**src/smmux_defines.svh**
```systemverilog
// Constants for the serial multiplexer select slave.
// Included by the package and the bench; definitions only.
`ifndef SMMUX_DEFINES_SVH
`define SMMUX_DEFINES_SVH

// Address prefix above the two strap bits (7-bit form)
`define SMMUX_ADDR_PREFIX_SE 5'h12
`define SMMUX_ADDR_PREFIX_DIFF 5'h13
// Command byte fields
`define SMMUX_CMD_EN_BIT 3
`define SMMUX_CMD_CODE_MSB 2
`define SMMUX_CMD_CODE_LSB 0
`define SMMUX_LATCH_RESET 4'h0
// Timing
`define SMMUX_CLK_PERIOD_NS 4
`define SMMUX_TOFF_MAX_NS 1200
`define SMMUX_BBM_MIN_NS 75

`endif

```
**src/smmux_pkg.sv**
```systemverilog
// Types for the serial multiplexer select slave.
// Needs smmux_defines.svh on the include path.
`include "smmux_defines.svh"

package smmux_pkg;

  typedef enum logic [2:0] {
    SMMUX_IDLE,
    SMMUX_ADDR,
    SMMUX_ADDR_ACK,
    SMMUX_CMD,
    SMMUX_CMD_ACK,
    SMMUX_IGNORE
  } smmux_state_t;

  typedef enum logic [1:0] {
    SMMUX_SW_HOLD,
    SMMUX_SW_BREAK
  } smmux_sw_t;

  // Open-drain pin as seen by the design
  typedef struct packed {
    logic o;
    logic oe;
  } smmux_od_t;

  // Latched selection: enable plus channel code
  typedef struct packed {
    logic en;
    logic [2:0] code;
  } smmux_sel_t;

endpackage : smmux_pkg

```
**src/smmux_slave.sv**
```systemverilog
// Two-wire send-byte slave that latches a multiplexer selection.
// Assumes scl/sda and straps arrive asynchronously; mclk_in is far
// faster than the serial clock so every edge is seen.
//
// Behaviour
// - Start, seven address bits and direction bit; address compared.
// - On address match with write direction, pull data low during the acknowledge clock.
// - Straps form low two address bits below a fixed prefix.
// - Shift in command byte, acknowledge it, hold without applying.
// - Upper nibble ignored; low nibble is enable and channel code.
// - Repeated start to another slave keeps command, latch unchanged.
// - Latch updates only at first stop after a good command.
// - Latch update opens all switches before closing the new one.
// - Enable zero turns all off; one closes only the coded switch.
// - Single-ended: three-bit code picks one of eight inputs.
// - Differential: upper two code bits pick pair; bit zero ignored.
// - Start is data falling while clock is high.
// - Stop is data rising while clock is high.
// - Data stays stable while clock is high.
// - Data bits sampled on rising clock edge.
// - Data line only pulled low, never driven high.
// - Previous switch opens within 1200 ns of the stop.
`timescale 1ns/1ns
`default_nettype none

module smmux_slave
  import smmux_pkg::*;
#(
  parameter bit DIFF_VARIANT = 1'b0
) (
  // Clock and reset
  input wire logic mclk_in,
  input wire logic sys_rst_in,
  // Serial link
  input wire logic scl_in,
  input wire logic sda_in,
  output smmux_pkg::smmux_od_t sda_out,
  // Address straps
  input wire logic addr_strap_hi_in,
  input wire logic addr_strap_lo_in,
  // Switch controls
  output logic [7:0] analog_inputs_out,
  output smmux_pkg::smmux_sel_t sel_out,
  output logic [7:0] cmd_shift_out
);
  import smmux_pkg::*;

  // ******************************************************
  // Timing
  // ******************************************************
  // Longest time, rounded down
  localparam int TOFF_CYC = `SMMUX_TOFF_MAX_NS / `SMMUX_CLK_PERIOD_NS;
  // Least time, rounded up
  localparam int BBM_CYC =
    (`SMMUX_BBM_MIN_NS + `SMMUX_CLK_PERIOD_NS - 1) / `SMMUX_CLK_PERIOD_NS;
  // Counter width holds the full break count
  localparam int BBM_W = $clog2(BBM_CYC + 1);

  // ******************************************************
  // State
  // ******************************************************
  typedef struct packed {
    logic [1:0] scl_sync;
    logic [1:0] sda_sync;
    logic [1:0] strap_hi_sync;
    logic [1:0] strap_lo_sync;
    logic scl_d;
    logic sda_d;
    smmux_state_t st;
    logic [2:0] bit_cnt;
    logic byte_full;
    logic [7:0] shift;
    logic [7:0] cmd;
    logic cmd_valid;
    logic sda_pull;
    smmux_sw_t sw;
    logic [BBM_W-1:0] bbm_cnt;
    smmux_sel_t sel;
    logic [7:0] sw_on;
  } smmux_regs_t;

  // Whole state in one struct; one comb fill, one register stage
  smmux_regs_t q_r;
  smmux_regs_t q_nxt;

  // ******************************************************
  // Helpers
  // ******************************************************
  // Last bit of a byte on the three-bit counter
  localparam logic [2:0] BYTE_LAST = 3'h7;

  // Switch decode for a selection
  function automatic logic [7:0] decode_sel(input smmux_sel_t s);
    logic [7:0] v;
    v = 8'h00;
    if (s.en) begin
      if (DIFF_VARIANT) begin
        v[{1'b0, s.code[2:1]}] = 1'b1;
      end else begin
        v[s.code] = 1'b1;
      end
    end
    return v;
  endfunction : decode_sel

  // Two-stage synchroniser step for one pin
  function automatic logic [1:0] sync_step(input logic [1:0] s,
                                           input logic pin);
    return {s[0], pin};
  endfunction : sync_step

  // One data bit in, msb first
  function automatic logic [7:0] shift_in(input logic [7:0] s,
                                          input logic b);
    return {s[6:0], b};
  endfunction : shift_in

  // Clock fall that closes a full byte
  // Keeps the byte end test alike in both phases
  function automatic logic byte_end(input logic full, input logic fall);
    return full & fall;
  endfunction : byte_end

  function automatic logic addr_hit(input logic [7:0] s,
                                    input logic [6:0] a);
    return (s[7:1] == a) && !s[0];
  endfunction : addr_hit

  logic scl_s;
  logic sda_s;
  logic scl_rise;
  logic scl_fall;
  logic start_cond;
  logic stop_cond;
  logic [6:0] my_addr;

  // ******************************************************
  // Edge and condition detect
  // ******************************************************
  always_comb begin
    scl_s = q_r.scl_sync[1];
    sda_s = q_r.sda_sync[1];
    scl_rise = scl_s & ~q_r.scl_d;
    scl_fall = ~scl_s & q_r.scl_d;
    // Both samples need clock high, so a data move while the
    // clock falls is never taken for a start or stop
    // start detect
    start_cond = scl_s & q_r.scl_d & q_r.sda_d & ~sda_s;
    stop_cond = scl_s & q_r.scl_d & ~q_r.sda_d & sda_s;
    // Straps are read live; move them only between frames
    // strap address
    my_addr = {DIFF_VARIANT ? `SMMUX_ADDR_PREFIX_DIFF
                            : `SMMUX_ADDR_PREFIX_SE,
               q_r.strap_hi_sync[1], q_r.strap_lo_sync[1]};
  end

  // ******************************************************
  // Next state
  // ******************************************************
  always_comb begin
    q_nxt = q_r;
    // ******************************************************
    // Synchronisers
    // ******************************************************
    q_nxt.scl_sync = sync_step(q_r.scl_sync, scl_in);
    q_nxt.sda_sync = sync_step(q_r.sda_sync, sda_in);
    q_nxt.strap_hi_sync = sync_step(q_r.strap_hi_sync, addr_strap_hi_in);
    q_nxt.strap_lo_sync = sync_step(q_r.strap_lo_sync, addr_strap_lo_in);
    q_nxt.scl_d = scl_s;
    q_nxt.sda_d = sda_s;

    // ******************************************************
    // Frame decode
    // ******************************************************
    if (start_cond) begin
      q_nxt.st = SMMUX_ADDR;
      q_nxt.bit_cnt = 3'h0;
      q_nxt.byte_full = 1'b0;
      q_nxt.sda_pull = 1'b0;
    end else if (stop_cond) begin
      q_nxt.st = SMMUX_IDLE;
      q_nxt.bit_cnt = 3'h0;
      q_nxt.byte_full = 1'b0;
      q_nxt.sda_pull = 1'b0;
      if (q_r.cmd_valid) begin
        q_nxt.cmd_valid = 1'b0;
        q_nxt.sw_on = 8'h00;
        q_nxt.sw = SMMUX_SW_BREAK;
        q_nxt.bbm_cnt = '0;
        q_nxt.sel.en = q_r.cmd[`SMMUX_CMD_EN_BIT];
        q_nxt.sel.code = q_r.cmd[`SMMUX_CMD_CODE_MSB:`SMMUX_CMD_CODE_LSB];
      end
      // no update otherwise
      // A second stop finds the flag clear and leaves the latch
    end else begin
      unique case (q_r.st)
        SMMUX_IDLE: begin
          // Bus free; wait for a start
          q_nxt.sda_pull = 1'b0;
        end
        SMMUX_IGNORE: begin
          q_nxt.sda_pull = 1'b0;
        end
        SMMUX_ADDR: begin
          if (scl_rise) begin
            q_nxt.shift = shift_in(q_r.shift, sda_s);
            q_nxt.bit_cnt = q_r.bit_cnt + 3'h1;
            q_nxt.byte_full = (q_r.bit_cnt == BYTE_LAST);
          end
          // The fall just after the start is not a byte end
          if (byte_end(q_r.byte_full, scl_fall)) begin
            q_nxt.byte_full = 1'b0;
            if (addr_hit(q_r.shift, my_addr)) begin
              q_nxt.sda_pull = 1'b1;
              q_nxt.st = SMMUX_ADDR_ACK;
            end else begin
              q_nxt.st = SMMUX_IGNORE;
            end
          end
        end
        SMMUX_ADDR_ACK: begin
          // Line held low across the whole acknowledge high phase
          if (scl_fall) begin
            q_nxt.sda_pull = 1'b0;
            q_nxt.st = SMMUX_CMD;
          end
        end
        SMMUX_CMD: begin
          if (scl_rise) begin
            q_nxt.shift = shift_in(q_r.shift, sda_s);
            q_nxt.bit_cnt = q_r.bit_cnt + 3'h1;
            q_nxt.byte_full = (q_r.bit_cnt == BYTE_LAST);
          end
          if (byte_end(q_r.byte_full, scl_fall)) begin
            q_nxt.byte_full = 1'b0;
            q_nxt.sda_pull = 1'b1;
            q_nxt.cmd = q_r.shift;
            q_nxt.cmd_valid = 1'b1;
            q_nxt.st = SMMUX_CMD_ACK;
          end
        end
        SMMUX_CMD_ACK: begin
          // A start in this bit aborts; the command stays pending
          if (scl_fall) begin
            q_nxt.sda_pull = 1'b0;
            q_nxt.st = SMMUX_IGNORE;
          end
        end
      endcase
    end

    // ******************************************************
    // Break-before-make sequencer
    // ******************************************************
    // A fresh latch update this cycle owns the sequencer
    if (!(stop_cond && q_r.cmd_valid)) begin
      unique case (q_r.sw)
        SMMUX_SW_HOLD: begin
          // Nothing pending; switches follow the latch
          q_nxt.bbm_cnt = '0;
        end
        SMMUX_SW_BREAK: begin
          // all open for the break interval
          if (q_r.bbm_cnt == BBM_W'(BBM_CYC)) begin
            q_nxt.sw = SMMUX_SW_HOLD;
            q_nxt.sw_on = decode_sel(q_r.sel);
          end else begin
            q_nxt.bbm_cnt = q_r.bbm_cnt + BBM_W'(1);
          end
        end
      endcase
    end
  end

  // ******************************************************
  // Registers
  // ******************************************************
  always_ff @(posedge mclk_in or posedge sys_rst_in) begin
    if (sys_rst_in) begin
      q_r <= '0;
      q_r.scl_sync <= 2'h3;
      q_r.sda_sync <= 2'h3;
      q_r.scl_d <= 1'b1;
      q_r.sda_d <= 1'b1;
      q_r.st <= SMMUX_IDLE;
      q_r.sw <= SMMUX_SW_HOLD;
      // Bus released, nothing pending, no switch closed
      q_r.bit_cnt <= 3'h0;
      q_r.byte_full <= 1'b0;
      q_r.cmd_valid <= 1'b0;
      q_r.sda_pull <= 1'b0;
      q_r.sw_on <= 8'h00;
      q_r.sel <= `SMMUX_LATCH_RESET;
    end else begin
      q_r <= q_nxt;
    end
  end

  // ******************************************************
  // Outputs
  // ******************************************************
  // open drain, low only
  assign sda_out.o = 1'b0;
  assign sda_out.oe = q_r.sda_pull;
  assign analog_inputs_out = q_r.sw_on;
  assign sel_out = q_r.sel;
  assign cmd_shift_out = q_r.cmd;

  // ******************************************************
  // Off-time margin
  // ******************************************************
  // TOFF_CYC bounds the off delay; one cycle is used
  logic unused_toff;
  assign unused_toff = (TOFF_CYC < 1);

endmodule : smmux_slave

`default_nettype wire

```
**config.mk**
```make
export PLATFORM = sky130hd
export DESIGN_NAME = smmux_slave
export DESIGN_NICKNAME = d
export VERILOG_FILES = /design/src/smmux_pkg.sv /design/src/smmux_slave.sv
export VERILOG_INCLUDE_DIRS = /design/src
export SDC_FILE = /design/constraint.sdc
export NUM_CORES = 1
export LEC_CHECK = 0
export BUFFER_PORTS_ARGS = -buffer_cell sky130_fd_sc_hd__buf_2
export CAP_MARGIN = 15
export CORE_MARGIN = 2
export CORE_UTILIZATION = 55
export CTS_BUF_LIST = sky130_fd_sc_hd__clkbuf_4 sky130_fd_sc_hd__clkbuf_8 sky130_fd_sc_hd__clkbuf_16
export CTS_CLUSTER_SIZE = 14
export DETAILED_ROUTE_END_ITERATION = 10
export PLACE_DENSITY = 0.76
export SLEW_MARGIN = 20
export SYNTH_ARGS = -nofsm -noshare
export SYNTH_HDL_FRONTEND = slang
export SYNTH_SLANG_ARGS = --single-unit
```
**constraint.sdc**
```tcl
create_clock -name mclk_in -period 5.5 [get_ports mclk_in]
set_input_delay 1.1 -clock mclk_in [delete_from_list [all_inputs] [get_ports mclk_in]]
set_output_delay 1.1 -clock mclk_in [all_outputs]
set_load 0.05 [all_outputs]
```
==> impl_metrics.prom <==
# TYPE chip_impl_metric gauge
chip_impl_metric{name="postSynthNetCount",unit=""} 244
chip_impl_metric{name="drc",unit=""} 0
chip_impl_metric{name="setup_violations_final",unit=""} 0
chip_impl_metric{name="maximum_number_of_pins_on_one_net_before_global_route_repair",unit=""} 55
chip_impl_metric{name="instances_no_fill",unit=""} 291
chip_impl_metric{name="synthCells",unit=""} 235
chip_impl_metric{name="yosys.cell_types.count",unit=""} 45
chip_impl_metric{name="period_share",unit=""} 0.3983
chip_impl_metric{name="share_clk_of_total_power",unit=""} 0.322
chip_impl_metric{name="avgViaCountPerCell",unit=""} 5.474
chip_impl_metric{name="numPlacedInstances",unit=""} 283
chip_impl_metric{name="die_w",unit="microns"} 71.86
chip_impl_metric{name="floorplan.core_area",unit="sq um"} 4384
chip_impl_metric{name="cts_setup_buffers",unit=""} 0
chip_impl_metric{name="die-area",unit="sq um"} 5163
chip_impl_info{name="cts-root-buf",value="clkbuf_8"} 1
chip_impl_metric{name="grt_pass1_vias",unit=""} 1510
chip_impl_metric{name="vdd_ir_drop_max",unit="mV"} 0.2104
chip_impl_metric{name="pre_cts_ws",unit="ns"} 3.328
chip_impl_metric{name="yosysWarnings",unit=""} 0
chip_impl_metric{name="worstRegToRegCells",unit=""} 3
chip_impl_metric{name="yosysSeqAreaShare",unit=""} 0.5366
chip_impl_metric{name="power-per-cell-area",unit="nW/um^2"} 311.9
chip_impl_metric{name="clk_sink_count",unit=""} 54
chip_impl_metric{name="power.share.combinational",unit=""} 0.107
chip_impl_metric{name="p_seq_frac",unit=""} 0.571
chip_impl_metric{name="total_power",unit="mW"} 0.8247
chip_impl_metric{name="path_max_fanout",unit=""} 15
chip_impl_metric{name="synthArstFlopShare",unit=""} 1.000
chip_impl_metric{name="cts_inserted_buffers",unit=""} 5
chip_impl_info{name="grt_setup_unrepaired",value="false"} 1
chip_impl_metric{name="clockBufferDepth",unit=""} 2
chip_impl_metric{name="drv.max_cap_violation_count",unit=""} 0
chip_impl_metric{name="required_time_of_the_critical_path",unit="ns"} 5.70
chip_impl_metric{name="synth_edf_count",unit=""} 0
chip_impl_metric{name="report.final.slew_viol_count",unit=""} 0
chip_impl_metric{name="switching_share",unit=""} 0.2668
chip_impl_metric{name="antenna_found_initial",unit=""} 0
chip_impl_metric{name="crit_arrival",unit="ns"} 2.39
chip_impl_metric{name="post_route_cells_drive_above_1_share",unit=""} 0.2636
chip_impl_metric{name="layout.nets",unit=""} 247
chip_impl_metric{name="port_buffers",unit=""} 26
chip_impl_metric{name="tightestPinTransition",unit="ns"} 0.9790
chip_impl_metric{name="cts_repair_resize_count",unit=""} 0
chip_impl_metric{name="post_cts_hold_buffer_count",unit=""} 0
chip_impl_info{name="ys.flop_type",value="dfrtp_1"} 1
chip_impl_metric{name="syn-mean-instance-area",unit="sq um"} 10.78
chip_impl_info{name="synth.top_cells.by_area",value="dfrtp_1, buf_4, dfstp_2"} 1
chip_impl_info{name="critical-path-top-delay-family",value="simple AND/OR/NAND/NOR gates"} 1
chip_impl_metric{name="route.final.wire_length",unit="microns"} 4144
chip_impl_metric{name="globalRouteOverflowTotal",unit=""} 0
chip_impl_metric{name="grt_util_overall",unit=""} 0.1802
chip_impl_info{name="critical_setup_path_kind",value="flip-flop to flip-flop"} 1
chip_impl_metric{name="finalHoldWorstSlack",unit="ns"} 0.3569
chip_impl_metric{name="io_pins",unit=""} 28
chip_impl_metric{name="wire_length_of_the_first_global_routing_pass",unit="microns"} 7238
chip_impl_metric{name="netlist.area_leader.share",unit=""} 0.4743
chip_impl_metric{name="initialDrtViolationCount",unit=""} 109
chip_impl_metric{name="final_period_minus_worst_setup_slack",unit="ns"} 2.191
chip_impl_info{name="status",value="finished clean"} 1
chip_impl_metric{name="max_freq",unit="GHz"} 0.4565
chip_impl_metric{name="rows",unit=""} 24
chip_impl_info{name="crit_path_cell_chain",value="nand2_1, nor3b_2, mux2_2"} 1
chip_impl_metric{name="post_route_worst_setup_slack",unit="ns"} 3.309
chip_impl_metric{name="crit_cells",unit=""} 3
chip_impl_metric{name="die_h",unit="microns"} 71.86
chip_impl_info{name="layout.cells.most_common",value="dfrtp_1"} 1
chip_impl_info{name="cp_slowest_cell",value="nor3b_2"} 1
chip_impl_metric{name="insertion_delay",unit="ns"} 0.30
chip_impl_metric{name="start_util",unit=""} 0.5776
chip_impl_metric{name="p_int",unit="mW"} 0.6046
chip_impl_metric{name="min_path_cells",unit=""} 0
chip_impl_metric{name="finalHoldViolations",unit=""} 0
chip_impl_metric{name="setup_total_negative_slack",unit="ns"} 0
chip_impl_metric{name="crit_buf_inv",unit=""} 0
chip_impl_metric{name="postLayoutCoreUtil",unit=""} 0.6030
chip_impl_info{name="kind_of_start_point_of_the_critical_path",value="flip-flop"} 1
chip_impl_info{name="synth.largest_area_cell",value="dfrtp_1"} 1
chip_impl_metric{name="ys_seq_elements",unit=""} 54
chip_impl_metric{name="power_leakage",unit="nW"} 1.295
chip_impl_metric{name="routedWlPerCell",unit="microns"} 14.24
chip_impl_info{name="holdCritPathClass",value="flip-flop to flip-flop"} 1
chip_impl_info{name="mostFrequentLayoutCells",value="dfrtp_1, nand2_1, buf_2, mux2_2, a21oi_1"} 1
chip_impl_metric{name="p_switching",unit="mW"} 0.2200
chip_impl_metric{name="slew-limit-headroom",unit=""} 0.3445
chip_impl_info{name="worst_setup_path_end_kind",value="flip-flop"} 1
chip_impl_metric{name="layout-area-overhead-vs-synth",unit="%"} 4.397
chip_impl_metric{name="critical_path.max_stage_delay",unit="ns"} 0.83
chip_impl_metric{name="dr_pass1_iterations",unit=""} 4
chip_impl_metric{name="insertedDiodeCount",unit=""} 0
chip_impl_metric{name="final_area",unit="sq um"} 2644
chip_impl_metric{name="detailed_place_hpwl",unit="microns"} 2767
chip_impl_info{name="tritoncts",value="yes"} 1
chip_impl_metric{name="detailed_place.area",unit="sq um"} 2530
chip_impl_metric{name="drt.antenna.violating_nets",unit=""} 0
chip_impl_metric{name="finClkSkew",unit="ns"} 0.004671
chip_impl_metric{name="cts-htree-levels",unit=""} 2
chip_impl_metric{name="cell_area_synth",unit="sq um"} 2532
chip_impl_metric{name="clkSlewWorstSetupHoldPaths",unit="ns"} 0.10
chip_impl_metric{name="route.vias.total",unit=""} 1593
chip_impl_metric{name="gpl.final_weighted_congestion",unit=""} 0.8886
-- synthesized netlist by cell type, types with 2 or more instances --
master	count
dfstp_2	6
or4_1	2
nor3_1	2
buf_2	2
nand2b_1	8
inv_1	4
xor2_1	6
o21ai_0	7
nor2b_1	5
nor2_1	7
ha_1	3
mux2_2	12
a21o_1	2
nand3b_1	4
dfrtp_1	48
nand2_1	41
nand3_1	3
buf_4	22
o221ai_2	2
a32oi_1	2
a31oi_1	2
a21oi_1	11
or3_1	7
clkbuf_1	6
-- path summary, 6_finish.rpt --
path | end | slack [ns] | from
worst max-delay path | sel_out[2] | 3.31 | q_nxt[45]
worst min-delay path | q_nxt[45] | 0.36 | q_nxt[53]
worst max register to register | sel_out[2] | 3.31 | q_nxt[45]
worst min register to register | q_nxt[45] | 0.36 | q_nxt[53]
max in group asynchronous | sel_out[3] | 4.03 | sys_rst_in
min in group asynchronous | q_r[15] | 0.95 | sys_rst_in
-- kinds of logic after synthesis --
logic type,synth area share
flops,0.5366
other cells,0.001481
simple gates,0.1868
buf+inv,0.08399
fa+ha+maj,0.01482
compound gates,0.09486
xor+xnor,0.02421
mux,0.05731
-- metal layers --
| layer | wire [microns] | share of wire | GRT usage |
|---|---|---|---|
| met1 | 2058 | 0.50 | 0.2676 |
| met3 | 183 | 0.044 | 0.04219 |
| met2 | 1858 | 0.45 | 0.2675 |
| met5 | 0 | 0 | 0 |
| met4 | 44 | 0.011 | 0.05031 |
-- power by group through the flow --
stage	Clock [mW]	Combinational, mW	Sequential, mW
global placement	0	0.0850	0.476
detailed placement	0	0.0877	0.478
floorplan	0	0.0769	0.465
global route	0.288	0.103	0.477
finish	0.266	0.0884	0.471
CTS	0.273	0.0891	0.470
-- sequential cells by signal, indices dropped and copies added (netlist names) --
name and count:
q_r 25, my_addr 2, sel_out 4, sda_out 1, cmd_shift_out 8, q_nxt 6, analog_inputs_out 8
-- worst reg2reg max path: stages, from the launching register on --
cell and delay (ns):
dfstp_2 0.64, nand2_1 0.20, nor3b_2 0.83, mux2_2 0.42
-- final cells by class --
type                            instances  area (sq um)
Timing Repair Buffer                   26         130.1
Sequential cell                        54          1359
Inverter                                4         16.27
Fill cell                             364          1740
Clock buffer                            5         68.82
Clock inverter                          3         43.79
Tap cell                               52         65.06
Multi-Input combinational cell        147         960.9
Power figures use the tool's default switching activity.
